==> config.mk <==
export PLATFORM = sky130hd
export DESIGN_NAME = ata_host_port
export DESIGN_NICKNAME = d
export VERILOG_FILES = /design/src/hw/ata_port_pkg.sv /design/src/hw/ata_host_port.sv /design/src/hw/pin_sync.sv
export SDC_FILE = /design/constraint.sdc
export NUM_CORES = 1
export LEC_CHECK = 0
export BUFFER_PORTS_ARGS = -buffer_cell sky130_fd_sc_hd__buf_2
export CORE_MARGIN = 2
export CORE_UTILIZATION = 52
export CTS_CLUSTER_SIZE = 8
export DETAILED_ROUTE_END_ITERATION = 10
export PLACE_DENSITY = 0.77
export SLEW_MARGIN = 20
export SYNTH_ARGS = -nofsm -noshare
export SYNTH_HDL_FRONTEND = slang
export SYNTH_HIERARCHICAL = 1
export SYNTH_SLANG_ARGS = --single-unit
==> constraint.sdc <==
create_clock -name ref_clk -period 8.07 [get_ports ref_clk]
set_clock_uncertainty 0.2 [all_clocks]
set_input_delay 1.2105 -clock ref_clk [delete_from_list [all_inputs] [get_ports ref_clk]]
set_output_delay 1.2105 -clock ref_clk [all_outputs]
set_load 0.01 [all_outputs]
==> src/hw/ata_port_pkg.sv <==
// Shared constants, timing tables and carrier types of the host port.
package ata_port_pkg;

	// Core clock period; all time-to-cycle conversions use it.
	localparam int CLK_PERIOD_PS = 8000;

	// Ultra DMA modes covered by the tables below.
	localparam int UDMA_MODES = 6;
	localparam logic [2:0] UDMA_TOP_MODE = 3'h5;

	// Typical two-edge strobe period, ready-to-pause and strobe-to-stop times.
	localparam int T_2CYCTYP_NS [0:UDMA_MODES-1] = '{240, 160, 120, 90, 60, 40};
	localparam int T_RP_NS [0:UDMA_MODES-1] = '{160, 125, 100, 100, 100, 85};
	localparam int T_SS_NS = 50;

	// Reset values of the pin-facing outputs and of the internal timer.
	localparam logic READY_RST = 1'b1;
	localparam logic DMARQ_RST = 1'b0;
	localparam logic OE_RST = 1'b0;
	localparam logic [15:0] DATA_RST = 16'h0000;
	localparam logic [7:0] TMR_RST = 8'h00;

	// Address lines kept in the disk-compatible mode.
	localparam int DISK_ADDR_BITS = 3;

	// Pin bundle as it arrives from the connector, all active low strobes.
	typedef struct packed {
		logic rd_n;
		logic wr_n;
		logic dmack_n;
		logic ce_low_n;
		logic ce_high_n;
		logic [10:0] addr;
		logic [15:0] data;
	} host_pins_t;

	localparam int PINS_W = $bits(host_pins_t);

	// Transfer configuration set by the device controller.
	typedef struct packed {
		logic disk_mode;
		logic udma_en;
		logic dma_read;
		logic dma_active;
		logic no_wait;
		logic [2:0] mode;
	} xfer_cfg_t;

	// Register-cycle request handed to the device controller.
	typedef struct packed {
		logic write;
		logic [10:0] addr;
		logic [15:0] wdata;
	} pio_req_t;

	// Least time in ns to whole core cycles, never below one.
	function automatic logic [7:0] ns_to_cyc_up(input int ns);
		int c;
		c = (ns * 1000 + CLK_PERIOD_PS - 1) / CLK_PERIOD_PS;
		if (c < 1) begin
			c = 1;
		end
		return c[7:0];
	endfunction : ns_to_cyc_up

	// Clamp to the fastest tabled mode, never beyond it.
	function automatic int mode_index(input logic [2:0] mode);
		return (mode > UDMA_TOP_MODE) ? int'(UDMA_TOP_MODE) : int'(mode);
	endfunction : mode_index

	function automatic logic [7:0] udma_half_cyc(input logic [2:0] mode);
		return ns_to_cyc_up(T_2CYCTYP_NS[mode_index(mode)] / 2);
	endfunction : udma_half_cyc

	function automatic logic [7:0] udma_rp_cyc(input logic [2:0] mode);
		return ns_to_cyc_up(T_RP_NS[mode_index(mode)]);
	endfunction : udma_rp_cyc

	localparam logic [7:0] T_SS_CYC = ns_to_cyc_up(T_SS_NS);

endpackage : ata_port_pkg

==> src/hw/ata_host_port.sv <==
// Device end of the parallel host port: PIO wait, multiword and Ultra DMA.
//
// Contract
// - Drive ready/wait low to lengthen PIO.
// - Ready held high means no wait.
// - Early low wait holds cycle until release.
// - Read data valid before ready reasserts.
// - Device reports minimum DMA cycle time.
// - Device accepts any legal host timing.
// - Device drops DMA request to suspend.
// - Ultra DMA pin meanings only in bursts.
// - Read burst: HDMARDY, DSTROBE, STOP mapping.
// - Write burst: HSTROBE, DDMARDY, STOP mapping.
// - Both strobe edges carry one word.
// - Disk mode decodes three address lines.
// - Sender stops strobing after ready negated.
// - Recipient waits ready-to-pause before pausing.
// - Sender waits after last strobe to end.
`timescale 1ns/1ps
module ata_host_port
	import ata_port_pkg::*;
(
	input wire logic ref_clk, // Core clock, 125 MHz.
	input wire logic rst, // Synchronous reset, active high.
	input wire logic host_read_strobe_n, // Read strobe / HDMARDY# / HSTROBE.
	input wire logic host_write_strobe_n, // Write strobe / STOP.
	input wire logic attribute_select_n, // Attribute select / DMACK#.
	input wire logic card_enable_low_n, // Low card enable.
	input wire logic card_enable_high_n, // High card enable.
	input wire logic [10:0] host_address_bus, // Host address lines.
	input wire logic [15:0] host_data_bus_in, // Data bus as seen on pins.
	output logic [15:0] host_data_bus_out, // Data driven to host.
	output logic host_data_bus_oe, // High while driving the data bus.
	output logic ready_wait_out, // Ready-wait / DSTROBE / DDMARDY#.
	output logic dma_request_out, // DMA request, active high.
	input wire xfer_cfg_t cfg, // Transfer configuration.
	output pio_req_t pio_req, // Register cycle request.
	output logic pio_req_valid, // One-cycle pulse with pio_req.
	input wire logic [15:0] pio_rd_data, // Read answer data.
	input wire logic pio_done, // Controller answered the cycle.
	input wire logic [15:0] dma_rd_word, // Next word toward the host.
	input wire logic dma_rd_valid, // dma_rd_word is available.
	output logic dma_rd_take, // One-cycle pulse: word consumed.
	output logic [15:0] dma_wr_word, // Word received from the host.
	output logic dma_wr_valid, // One-cycle pulse with dma_wr_word.
	input wire logic dma_wr_ready, // Controller can take more words.
	output logic [15:0] crc_word, // CRC word closing a burst.
	output logic crc_valid, // One-cycle pulse with crc_word.
	output logic burst_active // High inside an Ultra DMA burst.
);

	typedef enum logic [2:0] {
		S_IDLE = 3'b000,
		S_PIO_WAIT = 3'b001,
		S_PIO_DATA = 3'b010,
		S_PIO_HOLD = 3'b011,
		S_UD_RD = 3'b100,
		S_UD_WR = 3'b101,
		S_UD_END = 3'b110
	} state_t;

	state_t state_q;
	host_pins_t pin;
	host_pins_t pin_prev_q;
	logic [PINS_W-1:0] pins_sync;
	logic pio_write_q;
	logic [10:0] pio_addr_q;
	logic [7:0] tmr_q;
	logic phase_q;
	logic paused_q;

	// Every pin, data included, shares the same two-stage delay so that
	// strobe edges and the data they qualify stay aligned.
	pin_sync #(
		.W(PINS_W),
		.INIT({5'h1F, 11'h000, 16'h0000})
	) u_sync (
		.ref_clk(ref_clk),
		.rst(rst),
		.d({host_read_strobe_n, host_write_strobe_n, attribute_select_n,
			card_enable_low_n, card_enable_high_n, host_address_bus,
			host_data_bus_in}),
		.q(pins_sync)
	);

	assign pin = host_pins_t'(pins_sync);

	always_ff @(posedge ref_clk) begin
		if (rst) begin
			pin_prev_q <= host_pins_t'({5'h1F, 11'h000, 16'h0000});
		end else begin
			pin_prev_q <= pin;
		end
	end

	wire rd_fall = pin_prev_q.rd_n & ~pin.rd_n;
	wire rd_rise = ~pin_prev_q.rd_n & pin.rd_n;
	wire wr_fall = pin_prev_q.wr_n & ~pin.wr_n;
	wire wr_rise = ~pin_prev_q.wr_n & pin.wr_n;
	wire hstrobe_edge = pin_prev_q.rd_n ^ pin.rd_n;
	wire card_sel = ~pin.ce_low_n | ~pin.ce_high_n;
	wire dmack = ~pin.dmack_n;
	wire dmack_end = ~pin_prev_q.dmack_n & pin.dmack_n;
	wire hdmardy = ~pin.rd_n;
	wire stop_req = ~pin.wr_n;
	wire udma_start = dmack & cfg.udma_en & cfg.dma_active;
	wire mdma_cycle = dmack & ~cfg.udma_en;
	wire pio_start = ~dmack & card_sel & (rd_fall | wr_fall);
	wire tmr_zero = (tmr_q == TMR_RST);
	wire [7:0] tmr_dec = tmr_q - 8'h01;

	// Only the three low address lines count in the disk mode.
	wire [10:0] dec_addr = cfg.disk_mode ?
		{8'h00, pin.addr[DISK_ADDR_BITS-1:0]} : pin.addr;

	// Limits come from the configured mode only, which is the mode the
	// controller advertised as this device's fastest cycle.
	wire [7:0] half_cyc = udma_half_cyc(cfg.mode);
	wire [7:0] rp_cyc = udma_rp_cyc(cfg.mode);

	// The request follows what the controller can sustain right now, so a
	// slow controller suspends and resumes the host by itself.
	wire dmarq_idle = cfg.dma_active &
		(cfg.dma_read ? dma_rd_valid : dma_wr_ready);

	// Read burst may end when nothing is pending or the host asks to stop.
	wire rd_burst_end = phase_q == 1'b0 & (stop_req | ~dma_rd_valid);

	always_ff @(posedge ref_clk) begin
		if (rst) begin
			state_q <= S_IDLE;
			ready_wait_out <= READY_RST;
			dma_request_out <= DMARQ_RST;
			host_data_bus_oe <= OE_RST;
			host_data_bus_out <= DATA_RST;
			pio_req <= '0;
			pio_req_valid <= 1'b0;
			pio_write_q <= 1'b0;
			pio_addr_q <= 11'h000;
			dma_rd_take <= 1'b0;
			dma_wr_word <= DATA_RST;
			dma_wr_valid <= 1'b0;
			crc_word <= DATA_RST;
			crc_valid <= 1'b0;
			burst_active <= 1'b0;
			tmr_q <= TMR_RST;
			phase_q <= 1'b0;
			paused_q <= 1'b0;
		end else begin
			pio_req_valid <= 1'b0;
			dma_rd_take <= 1'b0;
			dma_wr_valid <= 1'b0;
			crc_valid <= 1'b0;
			unique case (state_q)
			S_IDLE: begin
				// Outside a burst the pins keep their plain meanings.
				ready_wait_out <= READY_RST;
				burst_active <= 1'b0;
				dma_request_out <= dmarq_idle;
				if (udma_start) begin
					burst_active <= 1'b1;
					phase_q <= 1'b0;
					// A write burst that opens not ready counts as paused, or
					// nothing would ever assert the ready again.
					paused_q <= ~cfg.dma_read & ~dma_wr_ready;
					tmr_q <= TMR_RST;
					// Write burst starts with DDMARDY# per readiness.
					ready_wait_out <= cfg.dma_read ? 1'b1 : ~dma_wr_ready;
					state_q <= cfg.dma_read ? S_UD_RD : S_UD_WR;
				end else if (mdma_cycle) begin
					// Edge driven, so any longer active or recovery phase
					// from the host is accepted.
					if (rd_fall & cfg.dma_read) begin
						host_data_bus_out <= dma_rd_word;
						host_data_bus_oe <= 1'b1;
						dma_rd_take <= 1'b1;
					end
					if (rd_rise) begin
						host_data_bus_oe <= 1'b0;
					end
					if (wr_rise & ~cfg.dma_read) begin
						dma_wr_word <= pin.data;
						dma_wr_valid <= 1'b1;
					end
				end else if (pio_start) begin
					host_data_bus_oe <= 1'b0;
					pio_write_q <= wr_fall;
					pio_addr_q <= dec_addr;
					// Lowered, except in no-wait mode, well before the host samples it.
					ready_wait_out <= cfg.no_wait;
					if (rd_fall) begin
						pio_req <= '{write: 1'b0, addr: dec_addr,
							wdata: DATA_RST};
						pio_req_valid <= 1'b1;
						state_q <= S_PIO_WAIT;
					end else begin
						state_q <= cfg.no_wait ? S_PIO_HOLD : S_PIO_WAIT;
					end
				end else begin
					host_data_bus_oe <= dmack & host_data_bus_oe;
				end
			end
			S_PIO_WAIT: begin
				if (pio_done) begin
					if (pio_write_q) begin
						ready_wait_out <= 1'b1;
						state_q <= S_PIO_HOLD;
					end else begin
						host_data_bus_out <= pio_rd_data;
						host_data_bus_oe <= 1'b1;
						state_q <= S_PIO_DATA;
					end
				end
			end
			S_PIO_DATA: begin
				// Data has stood one cycle before ready returns.
				ready_wait_out <= 1'b1;
				state_q <= S_PIO_HOLD;
			end
			S_PIO_HOLD: begin
				if (~pio_write_q & rd_rise) begin
					host_data_bus_oe <= 1'b0;
					state_q <= S_IDLE;
				end else if (pio_write_q & wr_rise) begin
					pio_req <= '{write: 1'b1, addr: pio_addr_q,
						wdata: pin.data};
					pio_req_valid <= 1'b1;
					state_q <= S_IDLE;
				end
			end
			S_UD_RD: begin
				// Read strobe is HDMARDY#, write strobe STOP, and the
				// ready-wait pin is DSTROBE.
				if (dmack_end) begin
					host_data_bus_oe <= 1'b0;
					crc_word <= pin.data;
					crc_valid <= 1'b1;
					state_q <= S_IDLE;
				end else if (!tmr_zero) begin
					tmr_q <= tmr_dec;
				end else if (rd_burst_end) begin
					tmr_q <= T_SS_CYC;
					state_q <= S_UD_END;
				end else if (hdmardy) begin
					// Edges only while the host is ready, so a negated
					// ready stops them within two core cycles.
					if (phase_q == 1'b0) begin
						host_data_bus_out <= dma_rd_word;
						host_data_bus_oe <= 1'b1;
						dma_rd_take <= 1'b1;
						tmr_q <= half_cyc - 8'h01;
						phase_q <= 1'b1;
					end else begin
						ready_wait_out <= ~ready_wait_out;
						phase_q <= 1'b0;
					end
				end
			end
			S_UD_WR: begin
				// Read strobe is HSTROBE, ready-wait is DDMARDY#.
				if (dmack_end) begin
					crc_word <= pin.data;
					crc_valid <= 1'b1;
					ready_wait_out <= READY_RST;
					state_q <= S_IDLE;
				end else begin
					if (hstrobe_edge) begin
						dma_wr_word <= pin.data;
						dma_wr_valid <= 1'b1;
					end
					if (!tmr_zero) begin
						tmr_q <= tmr_dec;
						paused_q <= (tmr_q == 8'h01);
					end else if (~ready_wait_out & ~dma_wr_ready) begin
						ready_wait_out <= 1'b1;
						tmr_q <= rp_cyc;
					end else if (ready_wait_out & dma_wr_ready & paused_q) begin
						ready_wait_out <= 1'b0;
						paused_q <= 1'b0;
					end
					dma_request_out <= cfg.dma_active;
				end
			end
			S_UD_END: begin
				// Request drops after the strobe-to-stop time, or at once when DMACK# is released.
				if (dmack_end) begin
					host_data_bus_oe <= 1'b0;
					crc_word <= pin.data;
					crc_valid <= 1'b1;
					dma_request_out <= 1'b0;
					state_q <= S_IDLE;
				end else if (!tmr_zero) begin
					tmr_q <= tmr_dec;
				end else begin
					dma_request_out <= 1'b0;
					host_data_bus_oe <= 1'b0;
				end
			end
			default: begin
				state_q <= S_IDLE;
			end
			endcase
		end
	end

endmodule : ata_host_port

==> src/hw/pin_sync.sv <==
// Two-stage synchroniser for a bundle of asynchronous pins.
`timescale 1ns/1ps
module pin_sync #(
	parameter int W = 8,
	parameter logic [W-1:0] INIT = '1
) (
	input wire logic ref_clk, // Core clock.
	input wire logic rst, // Synchronous reset, active high.
	input wire logic [W-1:0] d, // Asynchronous pin levels.
	output logic [W-1:0] q // Synchronised levels.
);

	logic [W-1:0] meta_q;

	// The first stage feeds nothing but the second stage.
	always_ff @(posedge ref_clk) begin
		if (rst) begin
			meta_q <= INIT;
			q <= INIT;
		end else begin
			meta_q <= d;
			q <= meta_q;
		end
	end

endmodule : pin_sync

==> reports/metrics.yaml, run 1 <==
final_nets: 1472
wl_per_cell_um: 15.8
synth.ff_latch_count: 176
cts_buffers: 17
syn_inst: 1194
h-tree-depth: 4
tightest_slew_ps: 1040
cts_tree: "yes"
cts_hold_buffers: 0
grt_pass1_wl_um: 40100
timing.final.ws_setup_ps: 438
relSlewSlack_pct: 30.8
power_density_nw_per_um2: 248
net-switching-power_mw: 1.05
final_cell_mix: "dfxtp_1 (176), buf_2 (159), nor2_1 (143), nand2_1 (93), a21oi_1 (82)"
end_kind: "flop"
die_h_um: 142
vias: 9003
p_leak_nw: 5.09
core_area_um2: 18700
worst_setup_path_start_kind: "input pin"
path_buf_inv: 4
async_flop_share_pct: 0
drc: 0
post_cts_buffers: 0
layout-drive-gt1-share_pct: 19.9
die_area_um2: 20200
critPathMaxStageDelay_ps: 500
area_growth_pct: 16.3
synth_top_area_cell: "dfxtp_1"
grt.total_usage_pct: 24.1
dp_slack_ps: 31.4
gp_congestion: 0.889
clkPwrFrac_pct: 28.0
ir_worst_vdd_uv: 177
rows: 50
crit_family: "compound AO/OA/AOI/OAI gates"
grt_overflow: 0
yosysTopAreaCellShare_pct: 35.4
grt_max_degree: 104
post-route-util_pct: 61.8
hold_path_class: "flop to flop"
final_common_cell: "dfxtp_1"
ys_types: 84
worst-setup-path-type: "input pin to flop"
syn_area_um2: 9940
cts.sinks: 176
crit_path_max_fanout: 9
place_hpwl_um: 17900
post-route-period-util_pct: 94.6
die_w_um: 142
grt_pass1_vias: 8297
critPathRequiredTime_ps: 8140
synthTopCellsByArea: "dfxtp_1 (35%), ha_1 (7.5%), nor2_1 (5.4%)"
io_pins: 161
antenna_found_initial: 0
dominantRegCellSynth: "dfxtp_1"
swShare_pct: 36.8
antenna_cells: 0
vias_per_cell: 5.72
initialDrtViolationCount: 736
seq_area_frac_synth_pct: 35.4
port_buffers: 160
status: "complete, no violations"
drv_cap: 0
report.final.slew_viol_count: 0
setup_violations: 0
clock_latency_ps: 420
power.internal_mw: 1.81
cts_buffer_depth: 2
fin_crit_ps: 7630
hold_viol: 0
power_frac_comb_pct: 38.0
rsz0062_at_grt: "no"
antenna_left: 0
nFillCells: 1590
drtPass1Iterations: 5
initial_core_util_pct: 53.2
p_seq_share_pct: 34.0
synthesis.nets: 1338
clk_pin_slew_ps: 70
clock-root-buffer: "clkbuf_16"
fmax_mhz: 131
synth-edff-count: 0
crit_arrival_ps: 7700
synth_warnings: 6
slowest_stage: "fa_1"
syn_area_per_cell_um2: 8.33
fin_setup_tns_ps: 0
drt_wl_total_um: 24900
-- power by group through the flow --
stage / Combinational (mW) / Clock, mW / Sequential (mW)
global route: 1.21 / 0.851 / 0.983
global placement: 1.04 / 0 / 0.991
finish: 1.09 / 0.804 / 0.975
CTS: 1.07 / 0.815 / 0.974
detailed placement: 1.06 / 0 / 0.993
floorplan: 0.816 / 0 / 0.983
-- synth_stat cells, drive strengths merged, types with 28 or more instances --
library cell	n
dfxtp	176
nor2	144
nand2	93
a21oi	87
nor2b	70
ha	60
clkbuf	59
mux2i	47
inv	45
o21ai	43
a211oi	33
nand3	29
xnor2	28
-- routing by layer --
layer	vias to the layer above	global-route usage, %	routed length (um)
li1	4454	-	-
met1	4213	31.5	11100
met2	304	40.0	11700
met3	32	5.45	1720
met4	0	7.50	414
met5	-	0	0
-- kinds of logic after synthesis --
family          synth area share (%)
flops                           35.4
compound gates                  19.1
fa+ha+maj                       9.06
xor+xnor                        2.97
buf+inv                         4.88
simple gates                    23.7
mux                             4.84
other cells                   0.0377
-- registers in the layout (all words and copies together), names as in the netlist, 3 cells and up --
name,flops
crc_word,16
dma_wr_word,16
host_data_bus_out,16
pin_prev_q,3
pio_addr_q,11
pio_req,28
state_q,3
tmr_q,8
u_sync/meta_q,32
u_sync/q,32
-- metrics by stage --
stage	hold WS, ps	instance area, um2	std cells	total power, mW
after floorplan	183	9950	1194	1.80
after global placement	187	11000	1543	2.04
after detailed placement	195	11000	1543	2.06
after CTS	212	11500	1574	2.86
after global routing	225	11600	1574	3.04
final	209	11600	1574	2.87
-- what timing repair did --
action / in CTS / in global routing
setup endpoints to repair: 0 / 2
hold endpoints to repair: 0 / 0
resized for setup: 0 / 5
-- path summary, 6_finish.rpt --
check                    startpoint      endpoint  slack (ps)  depth (start not counted)
hold reg to reg   u_sync/meta_q[28]  u_sync/q[28]         210                          1
hold / removal    u_sync/meta_q[28]  u_sync/q[28]         210                          1
setup reg to reg         state_q[1]   pio_req[17]        4570                          6
setup / recovery             cfg[2]      tmr_q[4]         440                         33
-- layout make-up --
type	instances	area [um2]	area share [%]
multi-input cells	898	5980	51.7
repair buffers	190	1030	8.89
clock buffers	18	429	3.71
inverters	45	169	1.46
clock inverters	13	144	1.24
well taps	234	293	2.53
flip-flops and latches	176	3520	30.5
No activity file was read; power rests on OpenSTA's default activity.
==> run 2, diff against run 1 <==
- CORE_UTILIZATION: 52 -> 56
- CTS_CLUSTER_DIAMETER: not set -> 50
- PLACE_DENSITY: 0.77 -> 0.79
- RECOVER_POWER: not set -> 100
- clock period: 8.07 -> 8.6 ns (I/O delays scaled with it)
==> reports/metrics.yaml, run 2 (same netlist as run 1, synthesis figures left out) <==
setup_violations: 0  # unchanged
cts_tree: "yes"
grt_pass1_vias: 8317  # +0.24%
ir_worst_vdd_uv: 165  # -6.8%
fin_setup_tns_ps: 0  # unchanged
hold_viol: 0  # unchanged
swShare_pct: 37.6  # +0.82 points
drtPass1Iterations: 5  # unchanged
power_frac_comb_pct: 37.1  # -0.9 points
cts_hold_buffers: 0  # unchanged
antenna_left: 0  # unchanged
critPathRequiredTime_ps: 8680  # +540 ps
drv_cap: 1  # +1
wl_per_cell_um: 16.0  # +1.1%
grt_overflow: 0  # unchanged
whs_path_depth: 1  # unchanged
die_w_um: 137  # -3.5%
r2r_cells: 7  # +1
hold_path_class: "flop to flop"
cts_buffers: 17  # unchanged
net-switching-power_mw: 0.997  # -5.5%
report.final.slew_viol_count: 102  # +102
drc: 0  # unchanged
initialDrtViolationCount: 597  # -19%
end_kind: "flop"
h-tree-depth: 4  # unchanged
cts.sinks: 176  # unchanged
largestRegisters: "u_sync/meta_q x32, u_sync/q x32, pio_req x28"
post-route-period-util_pct: 94.4
post-route-util_pct: 65.3  # +3.5 points
grt.total_usage_pct: 26.3  # +2.2 points
tightest_slew_ps: 4060  # +3020 ps
crit_path_max_fanout: 12  # +3
die_h_um: 137  # -3.5%
rsz0062_at_grt: "no"
clkPwrFrac_pct: 28.4  # +0.4 points
multi_input_area_um2: 5950  # -0.52%
vias: 8885  # -1.3%
critPathMaxStageDelay_ps: 640  # +140 ps
violations: "max-capacitance violations, max-slew violations"
crit_arrival_ps: 8200  # +500 ps
cts_buffer_depth: 2  # unchanged
timing.hold.ws_ps: 207  # -2.03 ps
die_area_um2: 18800  # -6.9%
clock-root-buffer: "clkbuf_16"
nFillCells: 1488  # -6.4%
power.internal_mw: 1.66  # -8.8%
fmax_mhz: 123
fin_crit_ps: 8110
final_common_cell: "dfxtp_1"
port_buffers: 160  # unchanged
power_density_nw_per_um2: 234  # -5.7%
clock_latency_ps: 430  # about the same
antenna_found_initial: 0  # unchanged
drt_wl_total_um: 24900  # -0.20%
antenna_cells: 0  # unchanged
register_area_um2: 3520  # unchanged
final_nets: 1460  # -0.82%
instances_no_fill: 1554  # -1.3%
dp_cells: 1522  # -1.4%
vias_per_cell: 5.72  # about the same
core_area_um2: 17400  # -7.2%
rows: 48  # -4.0%
p_seq_share_pct: 34.6  # +0.6 points
area_growth_pct: 14.0
grt_pass1_wl_um: 39900  # -0.47%
final_cell_mix: "dfxtp_1 (176), nor2_1 (144), nand2_1 (93), clkbuf_1 (88), a21oi_1 (85)"
worst_setup_path_start_kind: "input pin"
layout-drive-gt1-share_pct: 12.1  # -7.8 points
initial_core_util_pct: 57.3  # +4.1 points
status: "complete, but fails checks"
clk_pin_slew_ps: 70  # about the same
worst-setup-path-type: "input pin to flop"
place_hpwl_um: 17700  # -0.92%
p_leak_nw: 4.66  # -8.4%
grt_max_degree: 102  # -1.9%
relSlewSlack_pct: -171  # -200 points
gp_congestion: 0.924  # +4.0%
io_pins: 161  # unchanged
slowest_stage: "or4_1"
==> run 2: per-stage QoR <==
step	setup WS [ps]	power, mW	cell area [um2]
global placement	289	1.89	10900
floorplan	213	1.69	9940
global route	26.9	2.81	11300
finish	485	2.65	11300
CTS	543	2.66	11500
detailed placement	123	1.91	10900
==> run 2: worst paths after layout <==
check	endpoint	from	slack [ps]
max reg2reg	host_data_bus_out[11]	tmr_q[2]	4710
min reg2reg	u_sync/q[28]	u_sync/meta_q[28]	210
max	tmr_q[4]	cfg[0]	490
min	u_sync/q[28]	u_sync/meta_q[28]	210
==> run 2: power by group through the flow <==
stage	clock [mW]	combinational (mW)	sequential, mW
3_5_place_dp	0	0.975	0.932
6_report	0.753	0.983	0.917
4_1_cts	0.763	0.983	0.914
2_1_floorplan	0	0.765	0.923
3_3_place_gp	0	0.959	0.930
5_1_grt	0.797	1.09	0.925
==> run 2: repair_timing <==
action | in CTS | in global routing
resized for setup | 0 | 1
endpoints found under the setup margin | 0 | 1
buffers inserted | 0 | 0
==> run 2: layout make-up <==
cell class | count | area share (%)
flip-flops and latches | 176 | 31.1
multi-input cells | 898 | 52.5
well taps | 225 | 2.48
clock inverters | 14 | 1.46
clock buffers | 18 | 3.78
inverters | 45 | 1.49
repair buffers | 178 | 7.25
==> run 2: worst max-delay path: cells and delay by family <==
family | cells | cell delay (ps)
AOI/OAI and AO/OA | 11 | 2250
xor gates and xnor gates | 1 | 140
adders and majority gates | 6 | 2060
buffers and inverters | 3 | 320
muxes | 1 | 220
and+or+nand+nor | 7 | 1910
==> run 2: per-layer routing <==
metal  share of wire, %  vias up  GRT usage, %  wire [um]
li1                   -     4436             -          -
met1                 43     4138          33.6      10800
met2                 48      268          43.8      12000
met3                6.2       43          6.00       1540
met4                2.1        0          8.93        518
met5                  0        -             0          0
